--- config.mk ---
export PLATFORM = sky130hd
export DESIGN_NAME = uhk_housekeeping
export DESIGN_NICKNAME = d
export VERILOG_FILES = /design/src/verilog/uhk_pkg.sv /design/src/verilog/uhk_housekeeping.sv
export SDC_FILE = /design/constraint.sdc
export NUM_CORES = 1
export LEC_CHECK = 0
export BUFFER_PORTS_ARGS = -buffer_cell sky130_fd_sc_hd__buf_4
export CORE_ASPECT_RATIO = 0.8
export CORE_MARGIN = 1
export CORE_UTILIZATION = 57
export CTS_CLUSTER_DIAMETER = 150
export DETAILED_ROUTE_END_ITERATION = 16
export GPL_ROUTABILITY_DRIVEN = 0
export GPL_TIMING_DRIVEN = 0
export PLACE_DENSITY = 0.77
export SKIP_LAST_GASP = 1
export SLEW_MARGIN = 20
export SYNTH_ARGS = -nofsm -noshare
export SYNTH_HDL_FRONTEND = slang
export SYNTH_SLANG_ARGS = --single-unit
export TNS_END_PERCENT = 10
--- constraint.sdc ---
create_clock -name pclk -period 5 [get_ports pclk]
set_input_delay 0.25 -clock pclk [delete_from_list [all_inputs] [get_ports pclk]]
set_output_delay 0.25 -clock pclk [all_outputs]
set_load 0.05 [all_outputs]
--- src/verilog/uhk_pkg.sv ---
// package for the upconverter housekeeping control block
// assumes apb slave on pclk, one clock domain, all pins external to pclk
package uhk_pkg;

    // ==========================================================
    // register map (byte addresses)
    localparam logic [7:0] CTRL0_ADDR     = 8'h00; // multiplier, lock monitor, cic clear
    localparam logic [7:0] CTRL1_ADDR     = 8'h04; // full sleep, auto powerdown
    localparam logic [7:0] STATUS_ADDR    = 8'h08; // housekeeping state
    localparam logic [7:0] PROF_BASE_ADDR = 8'h10; // profile n at base + n*16
    localparam logic [7:0] PROF_STRIDE    = 8'h10;
    localparam logic [7:0] PROF_FTW_OFS   = 8'h00;
    localparam logic [7:0] PROF_CFG_OFS   = 8'h04;

    // ==========================================================
    // control register 00h fields
    localparam int MULT_LSB      = 0;
    localparam int MULT_W        = 5;
    localparam int LOCKMON_BIT   = 5;
    localparam int CICCLR_BIT    = 7;
    localparam logic [7:0] CTRL0_RESET = 8'h24; // lock monitor bit set, multiplier 4
    // control register 01h fields
    localparam int AUTOPD_BIT    = 2;
    localparam int SLEEP_BIT     = 3;
    localparam logic [7:0] CTRL1_RESET = 8'h00;

    // multiplier codes
    localparam logic [4:0] MULT_BYPASS = 5'h01;
    localparam logic [4:0] MULT_MIN    = 5'h04;
    localparam logic [4:0] MULT_MAX    = 5'h14;

    // cic rate codes
    localparam logic [5:0] CIC_BYPASS  = 6'h01;

    // profile config word layout
    localparam int CFG_RATE_LSB  = 0;
    localparam int CFG_INVCIC_BIT = 6;
    localparam int CFG_SPINV_BIT = 7;
    localparam int CFG_SCALE_LSB = 8;

    // flush length: cycles per unit of interpolation and fixed tail
    localparam logic [15:0] FLUSH_PER_N = 16'h0064; // 8+12+72+5+margin
    localparam logic [15:0] FLUSH_TAIL  = 16'h0020;

    // sclk-domain carried profile
    typedef struct packed {
        logic [31:0] ftw;
        logic        spec_invert;
        logic        inv_cic_bypass;
        logic [5:0]  cic_rate;
        logic [7:0]  scale;
    } uhk_profile_s;

    typedef enum logic [1:0] {
        ST_RUN   = 2'b00,
        ST_FLUSH = 2'b01,
        ST_HOLD  = 2'b10,
        ST_DOWN  = 2'b11
    } uhk_state_e;

endpackage

--- src/verilog/uhk_housekeeping.sv ---
// housekeeping control: profiles, pll setup, lock gating, data path flush, power-down
// assumes apb master on pclk; pins arrive asynchronous and are synchronised here
//
// What this block does
// - two select pins pick profile 0..3, high pin is bit one
// - each profile holds tuning word, invert, inverse cic bypass, cic rate, scale
// - select sampled on data clock in modulation and interpolation, else system clock
// - all-zero tuning word forces accumulator to zero, sine 0, cosine 1
// - five-bit multiplier in 00h; value 01h bypasses and powers down pll
// - values 04h..14h multiply reference; system clock must stay under 200 MHz
// - lock output follows pll lock whatever the monitor bit says
// - monitor clear and unlocked: hold accumulator, paths, cic, data clock, ignore gate
// - lock rising with monitor clear releases hold and runs the flush
// - monitor set (reset default): lock loss has no internal effect
// - differential select high takes differential reference, low single-ended
// - overflow output low normally, toggles with cic data on overflow
// - cic clear bit starts flush: ignore data, zero i/q, hold cic reset
// - cic clear bit self-clears when flush ends
// - flush time grows with interpolation rate
// - master reset held five reference cycles; flush runs after release
// - powerdown pin high runs flush before digital clocks stop
// - full sleep bit runs flush before analog sleep; pll enable drops as soon as the bit is set
// - in powerdown data clock keeps running, signal chain clocks stop
// - leaving powerdown needs no extra startup delay
// - full sleep is 01h bit 3, registers retained
// - cic rate 01h is bypass, 02h..3Fh interpolate by two to 63
`timescale 1ns/1ps

module uhk_housekeeping #(
    parameter int NPROF = 4
) (
    input  wire logic        pclk,
    input  wire logic        presetn,
    input  wire logic        psel,
    input  wire logic        penable,
    input  wire logic        pwrite,
    input  wire logic [7:0]  paddr,
    input  wire logic [31:0] pwdata,
    output logic      [31:0] prdata,
    output logic             pready,
    output logic             pslverr,
    input  wire logic        profile_select_low,
    input  wire logic        profile_select_high,
    input  wire logic        pll_lock_in,
    input  wire logic        digital_powerdown_pin,
    input  wire logic        burst_transmit_gate,
    input  wire logic        differential_reference_select,
    input  wire logic        cic_overflow_event,
    input  wire logic        cic_msb_in,
    input  wire logic        parallel_data_clock_tick,
    input  wire logic        single_tone_mode,
    output logic             pll_lock_out,
    output logic             pll_enable,
    output logic      [4:0]  pll_multiplier,
    output logic             ref_diff_mode,
    output logic             interpolator_overflow_flag,
    output logic             parallel_data_clock_gate,
    output logic             accum_clear,
    output logic             iq_force_zero,
    output logic             cic_reset,
    output logic             data_ignore,
    output logic             tx_gate_out,
    output logic             chain_clock_enable,
    output logic             analog_sleep,
    output logic      [1:0]  active_profile,
    output uhk_pkg::uhk_profile_s profile_out
);

    // ==========================================================
    // pin synchronisers (two flops each, first read only by second)
    localparam int NSYNC = 8;
    logic [NSYNC-1:0] sync1_reg;
    logic [NSYNC-1:0] sync2_reg;
    wire  [NSYNC-1:0] pins_raw = {single_tone_mode, parallel_data_clock_tick, cic_msb_in, cic_overflow_event,
                                  burst_transmit_gate, digital_powerdown_pin,
                                  profile_select_high, profile_select_low};
    wire logic [NSYNC-1:0] lock_pins;

    always_ff @(posedge pclk or negedge presetn)
    begin
        if (!presetn)
        begin
            sync1_reg <= '0;
            sync2_reg <= '0;
        end
        else
        begin
            sync1_reg <= pins_raw;
            sync2_reg <= sync1_reg;
        end
    end

    logic lock_s1_reg;
    logic lock_s2_reg;
    logic lock_d_reg;
    // lock and differential select synchronised separately
    logic diff_s1_reg;
    logic diff_s2_reg;
    always_ff @(posedge pclk or negedge presetn)
    begin
        if (!presetn)
        begin
            lock_s1_reg <= 1'b0;
            lock_s2_reg <= 1'b0;
            lock_d_reg  <= 1'b0;
            diff_s1_reg <= 1'b0;
            diff_s2_reg <= 1'b0;
        end
        else
        begin
            lock_s1_reg <= pll_lock_in;
            lock_s2_reg <= lock_s1_reg;
            lock_d_reg  <= lock_s2_reg;
            diff_s1_reg <= differential_reference_select;
            diff_s2_reg <= diff_s1_reg;
        end
    end
    assign lock_pins = sync2_reg;

    wire ps_lo     = lock_pins[0];
    wire ps_hi     = lock_pins[1];
    wire dpd_s     = lock_pins[2];
    wire gate_s    = lock_pins[3];
    wire ovf_s     = lock_pins[4];
    wire cmsb_s    = lock_pins[5];
    wire pdtick_s  = lock_pins[6];
    wire tone_s    = lock_pins[7];
    wire lock_rise = lock_s2_reg & ~lock_d_reg;

    // ==========================================================
    // registers
    logic [7:0]  ctrl0_reg;
    logic [7:0]  ctrl1_reg;
    logic [31:0] ftw_reg [NPROF];
    logic [15:0] cfg_reg [NPROF];

    wire apb_wr = psel & penable & pwrite;
    wire apb_rd = psel & ~penable & ~pwrite;
    wire [7:0] prof_ofs = paddr - uhk_pkg::PROF_BASE_ADDR;
    wire [1:0] prof_idx = prof_ofs[5:4];
    wire in_prof   = (paddr >= uhk_pkg::PROF_BASE_ADDR) && (prof_ofs < 8'(NPROF * 16));
    wire hit_ftw   = in_prof && (prof_ofs[3:0] == uhk_pkg::PROF_FTW_OFS[3:0]);
    wire hit_cfg   = in_prof && (prof_ofs[3:0] == uhk_pkg::PROF_CFG_OFS[3:0]);
    wire hit_ctrl0 = paddr == uhk_pkg::CTRL0_ADDR;
    wire hit_ctrl1 = paddr == uhk_pkg::CTRL1_ADDR;
    wire hit_stat  = paddr == uhk_pkg::STATUS_ADDR;
    wire mapped    = hit_ctrl0 | hit_ctrl1 | hit_stat | hit_ftw | hit_cfg;

    // flush control
    uhk_pkg::uhk_state_e state_reg;
    uhk_pkg::uhk_state_e state_next;
    logic [15:0] flush_cnt_reg;
    logic        flush_done;

    wire lockmon_off = ~ctrl0_reg[uhk_pkg::LOCKMON_BIT];
    wire unlocked_hold = lockmon_off & ~lock_s2_reg;
    wire sleep_req = ctrl1_reg[uhk_pkg::SLEEP_BIT] | dpd_s;
    wire clr_write = apb_wr & hit_ctrl0 & pwdata[uhk_pkg::CICCLR_BIT];
    wire start_flush = clr_write | (lockmon_off & lock_rise);

    // control register writes; cic clear bit set wins over self-clear
    always_ff @(posedge pclk or negedge presetn)
    begin
        if (!presetn)
        begin
            ctrl0_reg <= uhk_pkg::CTRL0_RESET;
            ctrl1_reg <= uhk_pkg::CTRL1_RESET;
        end
        else
        begin
            if (apb_wr && hit_ctrl0)
                ctrl0_reg <= pwdata[7:0];
            else if (flush_done)
                ctrl0_reg[uhk_pkg::CICCLR_BIT] <= 1'b0;
            if (apb_wr && hit_ctrl1)
                ctrl1_reg <= pwdata[7:0];
        end
    end

    // profile storage; contents survive sleep
    always_ff @(posedge pclk or negedge presetn)
    begin
        if (!presetn)
        begin
            for (int i = 0; i < NPROF; i++)
            begin
                ftw_reg[i] <= '0;
                cfg_reg[i] <= 16'h0001;
            end
        end
        else if (apb_wr && hit_ftw)
            ftw_reg[prof_idx] <= pwdata;
        else if (apb_wr && hit_cfg)
            cfg_reg[prof_idx] <= pwdata[15:0];
    end

    // ==========================================================
    // profile selection: pins sampled on data clock tick or every cycle in tone mode
    logic [1:0] prof_sel_reg;
    wire  [1:0] pins_idx = {ps_hi, ps_lo};
    always_ff @(posedge pclk or negedge presetn)
    begin
        if (!presetn)
            prof_sel_reg <= 2'b00;
        else if (tone_s || pdtick_s)
            prof_sel_reg <= pins_idx;
    end

    wire [15:0] cur_cfg  = cfg_reg[prof_sel_reg];
    wire [5:0]  cur_rate = cur_cfg[uhk_pkg::CFG_RATE_LSB +: 6];
    // bypass and illegal 0 count as rate 1
    wire [5:0]  eff_rate = (cur_rate <= uhk_pkg::CIC_BYPASS) ? 6'h01 : cur_rate;
    // longest pipeline at this rate; keeps flush safe for both modes
    wire [15:0] flush_len = 16'(eff_rate * uhk_pkg::FLUSH_PER_N) + uhk_pkg::FLUSH_TAIL;

    // ==========================================================
    // flush state machine: reset release also starts a flush
    always_comb
    begin
        state_next = state_reg;
        case (state_reg)
            uhk_pkg::ST_RUN:
                if (unlocked_hold)
                    state_next = uhk_pkg::ST_HOLD;
                else if (start_flush || sleep_req)
                    state_next = uhk_pkg::ST_FLUSH;
            uhk_pkg::ST_FLUSH:
                if (unlocked_hold)
                    state_next = uhk_pkg::ST_HOLD;
                else if (flush_done && !clr_write)
                    state_next = sleep_req ? uhk_pkg::ST_DOWN : uhk_pkg::ST_RUN;
            uhk_pkg::ST_HOLD:
                if (!unlocked_hold)
                    state_next = uhk_pkg::ST_FLUSH;
            uhk_pkg::ST_DOWN:
                if (unlocked_hold)
                    state_next = uhk_pkg::ST_HOLD;
                else if (start_flush || !sleep_req)
                    state_next = start_flush ? uhk_pkg::ST_FLUSH : uhk_pkg::ST_RUN;
            default:
                state_next = uhk_pkg::ST_RUN;
        endcase
    end

    assign flush_done = (state_reg == uhk_pkg::ST_FLUSH) && (flush_cnt_reg == 16'h0000);

    // counter loads on entry to flush or on a fresh clear request, counts down to zero
    always_ff @(posedge pclk or negedge presetn)
    begin
        if (!presetn)
        begin
            state_reg     <= uhk_pkg::ST_FLUSH;
            flush_cnt_reg <= uhk_pkg::FLUSH_PER_N + uhk_pkg::FLUSH_TAIL;
        end
        else
        begin
            state_reg <= state_next;
            if (state_next == uhk_pkg::ST_FLUSH && (state_reg != uhk_pkg::ST_FLUSH || clr_write))
                flush_cnt_reg <= flush_len;
            else if (state_reg == uhk_pkg::ST_FLUSH && flush_cnt_reg != 16'h0000)
                flush_cnt_reg <= flush_cnt_reg - 16'h0001;
        end
    end

    // ==========================================================
    // registered outputs
    wire in_flush = state_next == uhk_pkg::ST_FLUSH;
    wire in_hold  = state_next == uhk_pkg::ST_HOLD;
    wire in_down  = state_next == uhk_pkg::ST_DOWN;
    wire [4:0] mult = ctrl0_reg[uhk_pkg::MULT_LSB +: uhk_pkg::MULT_W];
    wire ftw_zero = ftw_reg[prof_sel_reg] == 32'h0000_0000;
    // overflow pin follows cic data rather than latching
    wire ovf_next = ovf_s & cmsb_s;
    wire [7:0] status_word = {ctrl0_reg[uhk_pkg::CICCLR_BIT], prof_sel_reg, lock_s2_reg,
                              state_reg, sleep_req, ovf_s};
    wire [31:0] rd_mux = hit_ctrl0 ? {24'h0, ctrl0_reg} :
                         hit_ctrl1 ? {24'h0, ctrl1_reg} :
                         hit_stat  ? {24'h0, status_word} :
                         hit_ftw   ? ftw_reg[prof_idx] :
                         hit_cfg   ? {16'h0, cfg_reg[prof_idx]} : 32'h0;

    always_ff @(posedge pclk or negedge presetn)
    begin
        if (!presetn)
        begin
            pll_lock_out               <= 1'b0;
            pll_enable                 <= 1'b1;
            pll_multiplier             <= uhk_pkg::MULT_MIN;
            ref_diff_mode              <= 1'b0;
            interpolator_overflow_flag <= 1'b0;
            parallel_data_clock_gate   <= 1'b0;
            accum_clear                <= 1'b1;
            iq_force_zero              <= 1'b1;
            cic_reset                  <= 1'b1;
            data_ignore                <= 1'b1;
            tx_gate_out                <= 1'b0;
            chain_clock_enable         <= 1'b1;
            analog_sleep               <= 1'b0;
            active_profile             <= 2'b00;
            profile_out                <= '0;
            prdata                     <= 32'h0;
            pready                     <= 1'b0;
            pslverr                    <= 1'b0;
        end
        else
        begin
            pll_lock_out   <= lock_s2_reg;
            pll_enable     <= (mult != uhk_pkg::MULT_BYPASS) & ~ctrl1_reg[uhk_pkg::SLEEP_BIT];
            // out-of-range codes keep the previous factor; 200 MHz limit is the user's
            if (mult == uhk_pkg::MULT_BYPASS || (mult >= uhk_pkg::MULT_MIN && mult <= uhk_pkg::MULT_MAX))
                pll_multiplier <= mult;
            ref_diff_mode  <= diff_s2_reg;
            interpolator_overflow_flag <= ovf_next & ~in_hold & ~in_flush;
            parallel_data_clock_gate   <= ~in_hold;
            accum_clear    <= in_hold | ftw_zero;
            iq_force_zero  <= in_hold | in_flush;
            cic_reset      <= in_hold | in_flush;
            data_ignore    <= in_hold | in_flush;
            tx_gate_out    <= gate_s & ~in_hold;
            chain_clock_enable <= ~in_down;
            analog_sleep   <= in_down & ctrl1_reg[uhk_pkg::SLEEP_BIT];
            active_profile <= prof_sel_reg;
            profile_out.ftw            <= ftw_reg[prof_sel_reg];
            profile_out.spec_invert    <= cur_cfg[uhk_pkg::CFG_SPINV_BIT] & ~tone_s;
            profile_out.inv_cic_bypass <= cur_cfg[uhk_pkg::CFG_INVCIC_BIT];
            profile_out.cic_rate       <= eff_rate;
            profile_out.scale          <= cur_cfg[uhk_pkg::CFG_SCALE_LSB +: 8];
            // no wait state: ready registered at the edge ending setup, high in the first access cycle
            pready  <= psel & ~penable;
            pslverr <= psel & ~penable & ~mapped;
            prdata  <= apb_rd ? rd_mux : prdata;
        end
    end

    // ==========================================================
    // assertions
    property p_lock_follow;
        @(posedge pclk) disable iff (!presetn)
        $rose(lock_s2_reg) |=> pll_lock_out;
    endproperty
    a_lock_follow: assert property (p_lock_follow) else $error("lock out not following");

    property p_hold_zero;
        @(posedge pclk) disable iff (!presetn)
        (state_reg == uhk_pkg::ST_HOLD) |-> iq_force_zero && cic_reset && !parallel_data_clock_gate
                                            && accum_clear && !tx_gate_out;
    endproperty
    a_hold_zero: assert property (p_hold_zero) else $error("hold not forcing");

    property p_mon_off;
        @(posedge pclk) disable iff (!presetn)
        ctrl0_reg[uhk_pkg::LOCKMON_BIT] |=> state_reg != uhk_pkg::ST_HOLD;
    endproperty
    a_mon_off: assert property (p_mon_off) else $error("hold with monitor set");

    property p_clr_start;
        @(posedge pclk) disable iff (!presetn)
        (clr_write && !unlocked_hold) |=> state_reg == uhk_pkg::ST_FLUSH;
    endproperty
    a_clr_start: assert property (p_clr_start) else $error("flush not started");

    property p_selfclr;
        @(posedge pclk) disable iff (!presetn)
        (flush_done && !(apb_wr && hit_ctrl0)) |=> !ctrl0_reg[uhk_pkg::CICCLR_BIT];
    endproperty
    a_selfclr: assert property (p_selfclr) else $error("clear bit stuck");

    property p_flush_cic;
        @(posedge pclk) disable iff (!presetn)
        (state_reg == uhk_pkg::ST_FLUSH) |-> cic_reset && data_ignore;
    endproperty
    a_flush_cic: assert property (p_flush_cic) else $error("cic not held in flush");

    property p_down_parallel_data_clock;
        @(posedge pclk) disable iff (!presetn)
        (state_reg == uhk_pkg::ST_DOWN) |-> parallel_data_clock_gate && !chain_clock_enable;
    endproperty
    a_down_parallel_data_clock: assert property (p_down_parallel_data_clock) else $error("powerdown outputs wrong");

    property p_down_via_flush;
        @(posedge pclk) disable iff (!presetn)
        $rose(state_reg == uhk_pkg::ST_DOWN) |-> $past(state_reg) == uhk_pkg::ST_FLUSH;
    endproperty
    a_down_via_flush: assert property (p_down_via_flush) else $error("powerdown skipped flush");

    property p_bypass;
        @(posedge pclk) disable iff (!presetn)
        (mult == uhk_pkg::MULT_BYPASS) |=> !pll_enable;
    endproperty
    a_bypass: assert property (p_bypass) else $error("pll on in bypass");

    c_flush: cover property (@(posedge pclk) disable iff (!presetn) flush_done);
    c_down:  cover property (@(posedge pclk) disable iff (!presetn) state_reg == uhk_pkg::ST_DOWN);
    c_hold:  cover property (@(posedge pclk) disable iff (!presetn) state_reg == uhk_pkg::ST_HOLD);

endmodule

* Yosys cells after proc, flatten, opt, wreduce, memory -nomap -nowiden *
Index checks and enable logic that the tools add are counted.

cells by class
  reduce and logical (&&, ||, !) cells = 29
  add/sub/neg operators = 3
  $lt $le $gt $ge = 8
  bitwise operators = 39
  multiply operators = 1
  mux-type cells = 38
  equal/unequal tests = 12

operator list
  operator               number
  $mux 32                9
  $bmux 32 s2            2
  $bwmux 128             1
  $mux 16                8
  $bmux 16 s2            2
  $bwmux 64              1
  $demux 32 s2           1
  $demux 16 s2           1
  $logic_not 32->1       1
  $and 1x1->1            17
  $logic_not 16->1       1
  $mux 2                 8
  $reduce_bool 16->1     1
  $sub 16x1->16 const B  1
  $add 13x6->14 const B  1
  $logic_and 1x1->1      13
  $not 1->1              12
  $mul 6x5->11 const B   1
  $eq 2x2->1 const B     4
  $eq 8x3->1 const B     1
  $eq 8x4->1 const B     1
  $ge 8x5->1 const B     1
  $logic_not 8->1        1
  $lt 8x7->1 const B     1
  other kinds (22)       40

storage, ports and cells
  input port bits = 55
  output and inout bits = 101
  word-level logic and storage cells = 170
  register bits = 347

* Longest topological paths before layout *
Gate-level depths: netlist of the first run.

  word-level depth = 13
  depth in mapped cells = 16
  depth with buffers taken out = 14

* Worst setup path after synthesis of the first run *
No wires, ideal clock.

  path kind = flip-flop to flip-flop
  from = reg prof_sel_reg[1]
  to = reg flush_cnt_reg[12]
  data required time = 4.896 ns
  path buffers = 2
  cell stages (with the launch flop) = 16
  data arrival time = 4.268 ns
  period minus slack after synthesis = 4.372 ns
  setup time = 0.104 ns
  path slack = 0.628 ns
  cell sequence = dfrtp_1 buf_2 buf_2 mux4_2 or4_1 o21bai_1 ha_1 ha_1 ha_1 ha_1 a211o_1 a2111oi_0 nand3b_1 and4_1 nor2_1 a221oi_1

between the ends
  word-level cells in the longest chain between the ends = 9

ends and longest elaborated chain
  what                                            RTL line                 source
  start, declared                                 uhk_housekeeping.sv:199  logic [1:0] prof_sel_reg;
  start signal, assigned                          uhk_housekeeping.sv:206  prof_sel_reg <= pins_idx;
  $not 2->3 (not written as such) (*)             uhk_housekeeping.sv:209  wire [15:0] cur_cfg = cfg_reg[prof_sel_reg];
  $bmux 16 s2 (*)                                 uhk_housekeeping.sv:209
  $mux 16 (not written as such) (*) (2 in a row)  uhk_housekeeping.sv:209
  $le 6x1->1                                      uhk_housekeeping.sv:212  wire [5:0] eff_rate = (cur_rate <= uhk_pkg::CIC_BYPASS) ? 6'h01 : cur_rate;
  $mux 6 (*)                                      uhk_housekeeping.sv:212
  net eff_rate[1]                                 uhk_housekeeping.sv:212
  $mul 6x5->11 (*)                                uhk_housekeeping.sv:214  wire [15:0] flush_len = 16'(eff_rate * uhk_pkg::FLUSH_PER_N) + uhk_pkg::FLUSH_TAIL;
  $add 13x6->14 (*)                               uhk_housekeeping.sv:214
  $mux 16 (*)                                     uhk_housekeeping.sv:258  if (state_next == uhk_pkg::ST_FLUSH && (state_reg != uhk_pkg::ST_FLUSH || clr_write))
  end signal, assigned                            uhk_housekeeping.sv:253  flush_cnt_reg <= uhk_pkg::FLUSH_PER_N + uhk_pkg::FLUSH_TAIL;
  end signal, assigned                            uhk_housekeeping.sv:259  flush_cnt_reg <= flush_len;
  end signal, assigned                            uhk_housekeeping.sv:261  flush_cnt_reg <= flush_cnt_reg - 16'h0001;
  end, declared                                   uhk_housekeeping.sv:152  logic [15:0] flush_cnt_reg;

Mark *: on every way through the listed nets, which the timed path passes. The rest lies on a longest branch. The select of a mux whose other input is x is not followed.
A chain may end at the register's enable or synchronous reset.

* Worst setup path in the final report of the first run *
  from = reg prof_sel_reg[0]
  to = reg flush_cnt_reg[12]

Same word-level chain as after synthesis.

==> results by stage, run 1 <==
Status:
- The flow ran to the end, and the final reports show no timing, DRC or antenna violations.

Floorplanning:
- The chip width is 190.4 µm.
- The die area is 0.02909 mm².
- The floorplan row count is 54.
- For this configuration, the core starts out at a cell density of 58.74%.
- The floorplan die height is 152.8 µm.
- The core area is 0.02757 mm².
- During I/O placement, the number of pins put on the boundary was 156.

Routing:
- In this run the remaining antenna-violating nets after routing total 0.
- In this run, the number of DRC markers left after iteration 0 of detailed routing was 749.
- The via total after detailed routing is 10326.
- For this run, design rule violations remaining after detail routing come to 0.
- The average vias per placed instance is 6.121.
- In the final routed layout, each cell accounts on average for 22.85 µm.
- The post-detailed-routing wire length is 38540 µm.
- The number of detailed-routing iterations run before antenna repair is 5.

STA:
- The number of pins with negative max-slew slack in the final report is 0.
- The clock arrives with 0.01418 ns of skew.
- The maximum clock rate is 0.2125 GHz.
- The measured slew at the worst slew-check pin is 1.233 ns.
- The share of the cycle needed by the critical path after routing is 94.12%.
- Measured against its own limit, the worst slew margin works out to 17.04%.
- The final hold slack is 0.02598 ns.
- Setup total negative slack on the finished layout was measured at 0 ns.
- The final number of setup-violating endpoints is 0.
- Counting I/O delays and the setup requirement, the final critical path takes 4.706 ns.
- Setup repair after global routing left no endpoint under its margin.
- The final-report hold violation count is 0.

Global routing:
- Entering global routing, the biggest net connects 98 pins.
- The initial antenna violation count is 0.
- The first global-routing pass estimated 60960 µm of wire.
- The via count of the first global-routing pass came to 10574.
- Global routing finished with a remaining overflow of 0.
- Global routing used 27.56% of the available tracks across all layers.

Synth:
- The synthesized-area fraction occupied by and/or/nand/nor cells is 6.035%.
- In this run the cell area of the synthesized design comes to 0.01619 mm².
- The synthesized design contains 0 enable-type register cells.
- The xor/xnor cell area share of the yosys netlist is 1.298%.
- The multiplexer area fraction after synthesis is 29.06%.
- After synthesis, the largest family of logic cells by area is multiplexers.
- After Yosys synthesis, full adders, half adders and majority gates account for 2.287% of the synthesized area.
- The flip-flop cell with the highest count after synthesis is dfrtp_1.
- The number of warning messages in the yosys log is 0.
- The synthesized design devotes to its leading area cell type 51.46% of total area.
- In the synthesized netlist the async set-or-reset flop fraction comes to 100.0%.
- In the synthesized netlist, the number of instances is 1083.
- The sequential element share of the synthesized area is 53.74%.
- The number of nets in the synthesized netlist is 1167.
- The post-synthesis compound-gate area fraction is 4.737%.
- Yosys attributes the largest share of cell area to dfrtp_1 (51%), mux4_2 (13%), mux2_1 (8.3%).
- In this run, synthesis produced a sequential element count of 347.
- The synthesized area divided by synthesized cell count is 14.95 µm².
- The cell taking the most area after synthesis is dfrtp_1.
- The distinct cell type count of the synthesized netlist is 70.

Clock tree:
- The tree is rooted in a clkbuf_16.
- The number of clock sinks is 347.
- The count of H-tree levels built during CTS is 2.
- The worst-skew pair later-pin latency is 0.51 ns.
- The TritonCTS clock tree is done.
- The worst-case clock buffer depth is 3.
- The CTS buffer count is 35.
- The clock-pin slew reported for the worst setup and hold paths after clock tree synthesis is 0.06 ns.

Placement:
- The number of placed instances, taps included is 1596.
- The number of buffers added on ports is 146.
- The wire-length estimate of the detail-placed layout is 26560 µm.

Min path:
- The worst hold path begins at pwdata[10].
- The worst min-delay path category is primary input to flip-flop.

Worst setup path:
- In this run the worst path has a maximum fanout of 10.
- The worst setup path is captured at a flip-flop.
- The critical register-to-register path endpoint is flush_cnt_reg[12].
- The element type at the critical path start is a flip-flop.
- The critical setup path kind is flip-flop to flip-flop.
- The number of cells on the worst reg-to-reg path is 14.
- The slack of the worst reg-to-reg path is 0.29 ns.
- The end point of the critical path is flush_cnt_reg[12].
- The arrival time of the worst setup path is 5.11 ns.
- For the worst setup path, the data required time is 5.41 ns.
- The worst register-to-register path begins at prof_sel_reg[0].
- In this run the worst setup path begins at prof_sel_reg[0].

Flow run:
- Max-cap violations in this run came to 0.

Final layout:
- The area growth from synthesis to layout is 19.10%.
- The count of inserted antenna diode cells is 0.
- The number of fill cells in the layout is 1881.
- The final core area utilization is 69.96%.
- The number of standard cells in the layout, taps in and fillers out is 1687.
- The register with the most flip-flops in the layout has 128 of them.
- The final net count is 1381.
- Cells with a size suffix above 1 make up 35.45% of the layout.

Power and ir drop:
- Summed over all cells, the static leakage comes to 0.009421 µW.
- The cell area power density is 333.1 mW/mm².
- The worst-case IR drop observed on VDD is 0.0002654 V.
## cells in the mapped netlist, types with 6 or more instances
library cell,n
a211oi_1,10
a21oi_1,19
a22o_1,24
buf_1,14
buf_2,14
buf_6,13
clkbuf_1,24
dfrtp_1,333
dfstp_2,14
ha_1,28
inv_1,19
mux2_1,120
mux2_2,97
mux2i_1,10
mux4_2,96
nand2_1,25
nand2_2,6
nand3_1,9
nand3b_1,6
nand4_1,6
nor2_1,36
nor2b_1,22
nor3_1,7
nor4_1,9
o21ai_0,27
xor2_1,20
## per-stage QoR
stage	setup WS, ns	power [µW]	cell area (µm²)
4_1_cts	0.1095	6466	19270
6_report	0.2938	6424	19280
2_1_floorplan	0.6278	3530	16190
3_3_place_gp	0.05252	3800	17740
5_1_grt	0.04375	6660	19280
3_5_place_dp	-0.01091	3831	17840
## worst min-delay path by stage
stage / slack [ns] / cells past startpoint / end
4_1_cts: 0.01 / 2 / ftw_reg[104]
2_1_floorplan: -0.05 / 0 / active_profile[0]
3_3_place_gp: 0.33 / 0 / lock_pins[7]
6_report: 0.03 / 2 / ftw_reg[106]
5_1_grt: 0.03 / 2 / ftw_reg[79]
3_5_place_dp: 0.22 / 1 / prdata[23]
## critical path: stages (launching register included)
cell and delay, ns:
dfrtp_1 0.53, clkbuf_4 0.39, mux4_2 0.45, or4_1 0.59
o21bai_4 0.22, ha_1 0.18, ha_1 0.22, ha_1 0.29
ha_1 0.31, a211o_1 0.33, a2111oi_0 0.35, nand3b_1 0.22
and4_1 0.23, nor2_1 0.05, a221oi_1 0.24
## cell type report
cell class                      count  area [µm²]  area share (%)
Sequential cell                   347        8701           45.12
Multi-Input combinational cell    648        7047           36.54
Timing Repair Buffer              177        1466           7.604
Clock buffer                       47       983.4           5.100
Tap cell                          364       455.4           2.362
Buffer                             69       400.4           2.076
Clock inverter                     16       160.2          0.8305
Inverter                           19       71.32          0.3698
## repair_timing
item | in CTS | in global routing
buffers inserted | 0 | 0
gates cloned | 0 | 0
hold endpoints to repair | 126 | 0
endpoints found under the setup margin | 1 | 3
hold buffers | 28 | 0
resized for setup | 2 | 5
## kinds of logic (layout without fill, tap and decap cells)
| logic type | Yosys count | after routing |
|---|---|---|
| AO/OA/AOI/OAI | 110 | 110 |
| multiplexers | 323 | 323 |
| flip-flops | 347 | 347 |
| AND/OR/NAND/NOR | 162 | 162 |
| buffers and inverters | 88 | 328 |
| adder cells (fa/ha/maj) | 29 | 29 |
| XOR/XNOR | 24 | 24 |
## power by group
part           switching (µW)  internal, µW
Clock                    1080          1540
Combinational             487           300
Sequential               81.7          2930
Total                    1650          4770
## layout by cell type, fill, tap and decap left out, types with 11 or more instances in the layout
cell type,count
clkbuf_16,37
mux2_2,97
dfstp_2,14
nor2_1,36
clkbuf_1,31
mux4_2,96
buf_1,13
dfrtp_1,333
a21oi_1,19
nor2b_1,22
inv_1,19
mux2_1,120
buf_2,12
o21ai_0,27
clkinv_2,11
a22o_1,24
nand2_1,25
ha_1,28
xor2_1,20
buf_4,149
dlygate4sd3_1,28
buf_6,14
## layer usage
metal,part of all wire (%),up-vias,global-route usage (%)
li1,-,4481,-
met5,0,-,0
met1,45,5421,41.30
met3,6.5,65,4.998
met4,1.9,0,7.314
met2,46,359,41.75
Power figures use the tool's default switching activity.
==> run 2, diff against run 1 <==
--- a/config.mk
+++ b/config.mk
@@ -6,14 +6,16 @@
 export NUM_CORES = 1
 export LEC_CHECK = 0
 export BUFFER_PORTS_ARGS = -buffer_cell sky130_fd_sc_hd__buf_4
+export CELL_PAD_IN_SITES_DETAIL_PLACEMENT = 0
+export CELL_PAD_IN_SITES_GLOBAL_PLACEMENT = 2
 export CORE_ASPECT_RATIO = 0.8
 export CORE_MARGIN = 1
-export CORE_UTILIZATION = 57
+export CORE_UTILIZATION = 43
 export CTS_CLUSTER_DIAMETER = 150
 export DETAILED_ROUTE_END_ITERATION = 16
 export GPL_ROUTABILITY_DRIVEN = 0
 export GPL_TIMING_DRIVEN = 0
-export PLACE_DENSITY = 0.77
+export PLACE_DENSITY_LB_ADDON = 0.1
 export SKIP_LAST_GASP = 1
 export SLEW_MARGIN = 20
 export SYNTH_ARGS = -nofsm -noshare
==> run 2 against run 1 <==
Effect of this change: sequential share of layout area shrank 0.80 points; sequential cell count stayed put; non-clock buffer count rose by 5; die area is 32% higher; critical endpoint unchanged; first-iteration DRC count is 12% lower; fmax increased by 0.21%; critical path depth unchanged; combinational power increased by 2%; cell count rose by 8.1%; clock power rose by 9.9%.
==> results by stage, run 2 (same netlist as run 1, synthesis figures left out) <==
Final layout:
- The number of fill cells in the layout is 3222.
- The area growth from synthesis to layout is 21.25%.
- The ratio of cells with drive above 1 in the final layout is 35.68%.
- The leading cell type in the layout, fill and taps excluded is dfrtp_1.
- The number of flip-flops in the largest register is 128.
- The final net count is 1390.
- The finished layout holds 1824 standard cells, fillers aside.
- In the layout the commonest cells are dfrtp_1 (333), buf_4 (152), mux2_1 (120).

Global routing:
- The global-route wire length before repair is 64770 µm.
- The initial antenna violation count is 3.
- Global routing consumed, over all layers together, 22.63% of the routing resources.
- The leftover overflow at the end of global routing is 0.
- The via count of the first global-routing pass is 10390.
- The pin count of the biggest net entering global routing is 93.

STA:
- The time the worst path needs with I/O delays and setup is 4.696 ns.
- The final critical path takes up 93.92% of the cycle.
- The number of pins with negative max-slew slack in the final report was 0.
- The worst pin sits at a relative slew slack of 32.58%.
- The sum of negative setup slack is 0 ns.
- The worst path meets setup with 0.3039 ns of slack.
- Setup repair after global routing left no endpoint under its margin.
- The maximum clock rate is 0.2129 GHz.
- At the pin with the least slew margin, the transition time is 1.011 ns.
- The final-report hold violation count is 0.
- Setup violations remaining at the end of the flow were counted as 0.
- Hold timing on the final database bottoms out at a slack of 0.02057 ns.
- On the final layout, the worst clock skew is 0.02812 ns.

Flow run:
- Max-cap violations in this run came to 0.

Routing:
- The average vias per placed instance is 5.565.
- Signal routing reaches up to met4.
- After detailed routing, the number of remaining DRC violations is 0.
- The via total after detailed routing is 10150.
- After detailed routing, the average wire length per cell comes to 23.01 µm.
- The DRC violation total after the first TritonRoute iteration is 661.
- The met3 routed wirelength is 1600 µm.
- The remaining number of nets flagged by the antenna check after routing is 0.
- For this block, the routed nets add up to 41960 µm of wire.
- The routed length on met2 is 18930 µm.
- The met1 routed wirelength after detailed routing is 20750 µm.
- The first detailed-routing pass took 4 iterations.

Clock tree:
- The number of clock sinks is 347.
- The worst-skew pair later-pin latency is 0.54 ns.
- No sink is reached through more buffers than the 3 on the longest clock path.
- Clock tree synthesis inserted a total of 39 buffers.
- The count of H-tree levels built during CTS is 2.
- The clock-pin slew reported for the worst setup and hold paths after clock tree synthesis is 0.06 ns.
- Clock tree synthesis selected as its root buffer the cell clkbuf_16.
- The TritonCTS clock tree is done.

Worst setup path:
- The arrival time of the worst setup path is 5.13 ns.
- The largest single stage delay on the critical path is 0.58 ns.
- STA puts the critical path data required time at 5.43 ns.
- The maximum fanout count along the critical path is 10.
- The slowest stage of the critical path belongs to the cell or4_1.
- The critical setup path kind is flip-flop to flip-flop.
- The kind of capture point of the worst setup path is a flip-flop.
- Broken down by cell family, the worst path's largest delay share belongs to compound AO/OA/AOI/OAI gates.
- Together, buffers and inverters on the worst path number 1.
- The signal on the critical path passes through buf_4 -> mux4_2 -> or4_1 -> o21bai_4 -> ha_1 -> ha_1 -> ha_1 -> ha_1 -> a211o_1 -> a2111oi_1 -> nand3b_1 -> and4_1 -> nor2_1 -> a221oi_1.
- The element type at the critical path start is a flip-flop.
- Counting stages on the worst path, the most repeated cell is ha_1.

Power and ir drop:
- For this design the static power due to leakage is 0.009511 µW.
- The cell area power density is 340.9 mW/mm².
- IR analysis of the VDD net gives a maximum drop of 0.0001923 V.

Status:
- The flow ran to the end, and the final reports show no timing, DRC or antenna violations.

Floorplanning:
- The die area is 0.03844 mm².
- The initial utilization of the core area, before any placement, comes to 43.70%.
- The chip width is 219.0 µm.
- In this run the standard cell core region covers 0.03705 mm².
- The number of top-level design ports is 156.
- The floorplan die height is 175.6 µm.
- The floorplan row count is 63.

Placement:
- Summed over all nets, the half-perimeter wirelength after detailed placement is 29110 µm.
- The number of placed instances, taps included is 1720.
- The number of buffers added on ports is 146.
- Prior to clock tree synthesis, the placed netlist has a worst setup slack of -0.2147 ns.

Min path:
- The tightest min-delay check is of the primary input to flip-flop type.
==> run 2: cell count changes in the layout (fill, tap and decap cells not counted), sizes merged <==
| cell | delta |
|---|---|
| clkbuf | +10 |
| clkinv | -5 |
| buf | +3 |
| diode | +3 |
| dlygate4sd3 | +2 |
| inv | +2 |
| clkinvlp | -1 |
==> run 2: layout make-up <==
cell class	count	area (µm²)	share of cell area, %
repair buffers	182	1529	7.788
clock buffers	57	1114	5.672
well taps	487	609.3	3.104
diodes	3	7.507	0.03824
flip-flops and latches	347	8701	44.32
clock inverters	12	148.9	0.7584
inverters	19	71.32	0.3633
plain buffers	69	404.1	2.059
multi-input cells	648	7048	35.90
==> run 2: worst reg2reg max path, delay by kind of cell (launching register included) <==
family	cells	cell delay (ns)
flops	1	0.52
fa+ha+maj	4	1.03
simple gates	4	1.09
buf+inv	1	0.34
mux	1	0.45
compound gates	4	1.15
==> run 2: final timing paths <==
kind / start / to / slack [ns] / cells after the start
max: prof_sel_reg[0] / flush_cnt_reg[12] / 0.30 / 14
min: pwdata[12] / ftw_reg[76] / 0.02 / 2
min in group asynchronous: presetn / diff_s2_reg / 0.14 / 2
max in group asynchronous: presetn / pll_multiplier[2] / 3.32 / 5
min reg2reg: sync1_reg[1] / lock_pins[1] / 0.35 / 0
max reg2reg: prof_sel_reg[0] / flush_cnt_reg[12] / 0.30 / 14
==> run 2: layer usage <==
layer / vias to the layer above / track usage (%)
li1: 4509 / -
met1: 5408 / 34.95
met2: 186 / 33.40
met3: 47 / 3.550
met4: 0 / 5.324
met5: - / 0
==> run 2: what timing repair did <==
action,4_1_cts,5_1_grt
pin swaps,0,0
endpoints found under the hold margin,270,0
resized for setup,3,6
hold buffers,30,0
setup endpoints to repair,3,3
buffers inserted,0,2
==> run 2: where the power goes <==
group | switching [µW] | internal (µW) | total, µW | leakage [µW]
registers | 81.6 | 2930 | 3010 | 0.00470
clock network | 1170 | 1700 | 2880 | 0.000619
logic | 500 | 304 | 803 | 0.00419
==> run 2: per-stage QoR <==
step | instance area, µm² | utilization (%) | total power (µW)
2_1_floorplan | 16190 | - | 3530
3_3_place_gp | 17900 | 48.31 | 3837
3_5_place_dp | 18020 | 48.64 | 3853
4_1_cts | 19590 | 52.88 | 6765
5_1_grt | 19630 | 52.99 | 6964
6_report | 19630 | 52.99 | 6693
==> run 3, diff against run 2 <==
--- a/config.mk
+++ b/config.mk
@@ -16,6 +16,7 @@
 export GPL_ROUTABILITY_DRIVEN = 0
 export GPL_TIMING_DRIVEN = 0
 export PLACE_DENSITY_LB_ADDON = 0.1
+export RECOVER_POWER = 100
 export SKIP_LAST_GASP = 1
 export SLEW_MARGIN = 20
 export SYNTH_ARGS = -nofsm -noshare
==> run 3 against run 2 <==
Effect of this change: clock-buffer cell count stayed put; utilization is 1.6 points lower; cell count hardly changed; sequential power hardly changed; critical endpoint unchanged; critical path depth stayed put; the flow now finishes with violations (max-capacitance violations, max-slew violations); clock skew is 0.0013 ns lower; fmax is 0.17% higher; non-clock buffer count stayed put; largest power group unchanged; sequential cell count stayed put; worst setup slack better by 0.0081 ns; largest cell class unchanged.
==> results by stage, run 3 (same netlist as run 1, synthesis figures left out) <==
Status:
- The flow ran to the end, but the final reports show violations.
- The final reports fail on max-capacitance violations, max-slew violations.

STA:
- Setup repair after global routing left no endpoint under its margin.
- The relative slew slack is -55.76%.
- The number of pins with negative max-slew slack in the final report is 181.
- The measured slew at the worst slew-check pin is 2.336 ns.
- Clock skew on the completed layout was measured at 0.02682 ns.
- The time the worst path needs with I/O delays and setup is 4.688 ns.
- The final critical path takes up 93.76% of the cycle.
- Derived from the worst setup path, the maximum achievable clock frequency is 0.2133 GHz.
- The final-report hold violation count is 0.
- Setup violations remaining at the end of the flow were counted as 0.

Placement:
- The instance area after placement is 0.01802 mm².
- The number of buffers added on ports is 146.
- The half-perimeter wire length after placement is 29110 µm.

Floorplanning:
- From bottom edge to top edge, the die measures 175.6 µm.
- The core region is 0.03705 mm².
- The floorplan row count is 63.
- Once the floorplan was initialized, standard cells occupied 43.70% of the core.
- The number of top-level design ports is 156.
- The chip width is 219.0 µm.
- The floorplan step defined a die boundary enclosing 0.03844 mm².

Routing:
- The first detailed-routing pass took 6 iterations.
- The average vias per placed instance is 5.535.
- The final layout contains routed wiring with a total length of 42010 µm.
- The detail-routed net length per standard cell is 23.04 µm.
- The DRC violation total after the first TritonRoute iteration is 659.
- The routed layout has 10090 vias.
- After detailed routing, the number of remaining DRC violations is 0.
- The count of nets left with antenna violations once routing finished came out at 0.

Power and ir drop:
- The final total power is 6646 µW.
- The cell leakage power is 0.009016 µW.
- The maximum vdd ir drop is 0.0001908 V.
- The cell area power density is 349.0 mW/mm².

Clock tree:
- Clock tree synthesis found a total of 347 sinks.
- TritonCTS built the clock tree.
- After clock tree synthesis, the clock-pin slew on the worst setup and hold paths is 0.06 ns.
- The CTS buffer count is 39.
- In this run the deepest clock path goes through 3 buffers.
- The worst-skew pair later-pin latency is 0.54 ns.
- The count of H-tree levels built during CTS is 2.
- The root buffer cell chosen for the clock tree is clkbuf_16.

Global routing:
- The leftover overflow at the end of global routing is 0.
- The via count of the first global-routing pass is 10390.
- The pin count of the biggest net entering global routing is 93.
- The initial antenna violation count is 2.
- The total global routing track utilization is 22.63%.
- The first global-routing pass estimated 64770 µm of wire.

Worst setup path:
- Along the worst path, the maximum fanout reaches 10.
- The critical setup path kind is flip-flop to flip-flop.
- At the worst endpoint, the arrival time is 5.10 ns.
- In this design, the stage delay of the slowest critical-path cell is 0.58 ns.
- The most common cell type on the critical path is ha_1.
- The kind of cell adding the most delay to the critical path is simple AND/OR/NAND/NOR gates.
- The kind of capture point of the worst setup path is a flip-flop.
- Counting both buffers and inverters, the worst setup path holds a total of 1.
- The signal on the critical path passes through buf_4 -> mux4_2 -> or4_1 -> o21bai_4 -> ha_1 -> ha_1 -> ha_1 -> ha_1 -> a211o_1 -> a2111oi_1 -> nand3b_1 -> and4_1 -> and4b_1 -> a221oi_1.
- Among all stages on the critical path, the largest delay is contributed by or4_1.
- The element type at the critical path start is a flip-flop.
- For the worst setup path, the data required time is 5.41 ns.

Final layout:
- The final standard cell area without fillers is 0.01904 mm².
- Of the cells placed in the final design, the portion with a size suffix greater than 1 is 26.76%.
- The number of flip-flops in the largest register is 128.
- The final net count is 1390.
- The top cell types in the final layout, fill and taps aside, are dfrtp_1 (333), clkbuf_1 (144), mux2_1 (121).
- The leading cell type in the layout, fill and taps excluded is dfrtp_1.
- After filler insertion, the fill cell instance count of the layout stands at 3339.
- Compared with the post-synthesis result, the final layout area differs by 17.62%.

Min path:
- The worst min-delay path category is primary input to flip-flop.

Flow run:
- Across the run, the number of max-cap violations was 2.
==> run 3: cell types whose count changed in the layout (fill, tap and decap cells not counted), sizes merged <==
cell / change
buf: -138
clkbuf: +138
diode: -1
==> run 3: final timing paths <==
path,slack (ns),to,start,cells past startpoint
max,0.31,flush_cnt_reg[12],prof_sel_reg[0],14
min,0.02,ftw_reg[8],pwdata[8],2
max reg2reg,0.31,flush_cnt_reg[12],prof_sel_reg[0],14
min reg2reg,0.35,lock_pins[1],sync1_reg[1],0
max in group asynchronous,0.90,cfg_reg[24],presetn,5
min in group asynchronous,0.48,diff_s2_reg,presetn,2
==> run 3: what timing repair did <==
action | CTS | global route
endpoints found under the hold margin | 270 | 0
setup endpoints to repair | 3 | 3
gates resized for setup | 3 | 6
hold buffers | 30 | 0
cloned | 0 | 0
pin swaps | 0 | 0
setup buffers | 0 | 2
==> run 3: cell type report <==
type / count / area, µm² / area share [%]
Antenna cell: 2 / 5.005 / 0.02628
Buffer: 69 / 320.3 / 1.682
Clock buffer: 57 / 1114 / 5.847
Clock inverter: 12 / 148.9 / 0.7818
Inverter: 19 / 71.32 / 0.3745
Multi-Input combinational cell: 648 / 7009 / 36.80
Sequential cell: 347 / 8701 / 45.69
Tap cell: 487 / 609.3 / 3.200
Timing Repair Buffer: 182 / 1066 / 5.598
==> run 3: per-layer routing <==
metal	wire, µm	global-route usage [%]
met4	724	5.324
met2	19050	33.40
met3	1599	3.550
met1	20630	34.95
met5	0	0
==> run 3: power breakdown <==
part	switching (µW)	leakage, µW	internal [µW]
combinational	496	0.00370	265
clock	1170	0.000619	1700
sequential	80.4	0.00470	2930
total	1750	0.00902	4900
==> run 3: stage by stage <==
step	TNS, ns	utilization (%)	cells	hold slack [ns]	setup WS [ns]
floorplan	0	-	1083	-0.04559	0.6278
global placement	-0.2953	48.31	1716	0.3335	-0.1765
detailed placement	-0.2174	48.64	1720	0.1028	-0.2147
CTS	0	52.88	1819	0.0002188	0.08741
global route	0	51.40	1823	0.02289	0.01147
finish	0	51.40	1823	0.02028	0.3120
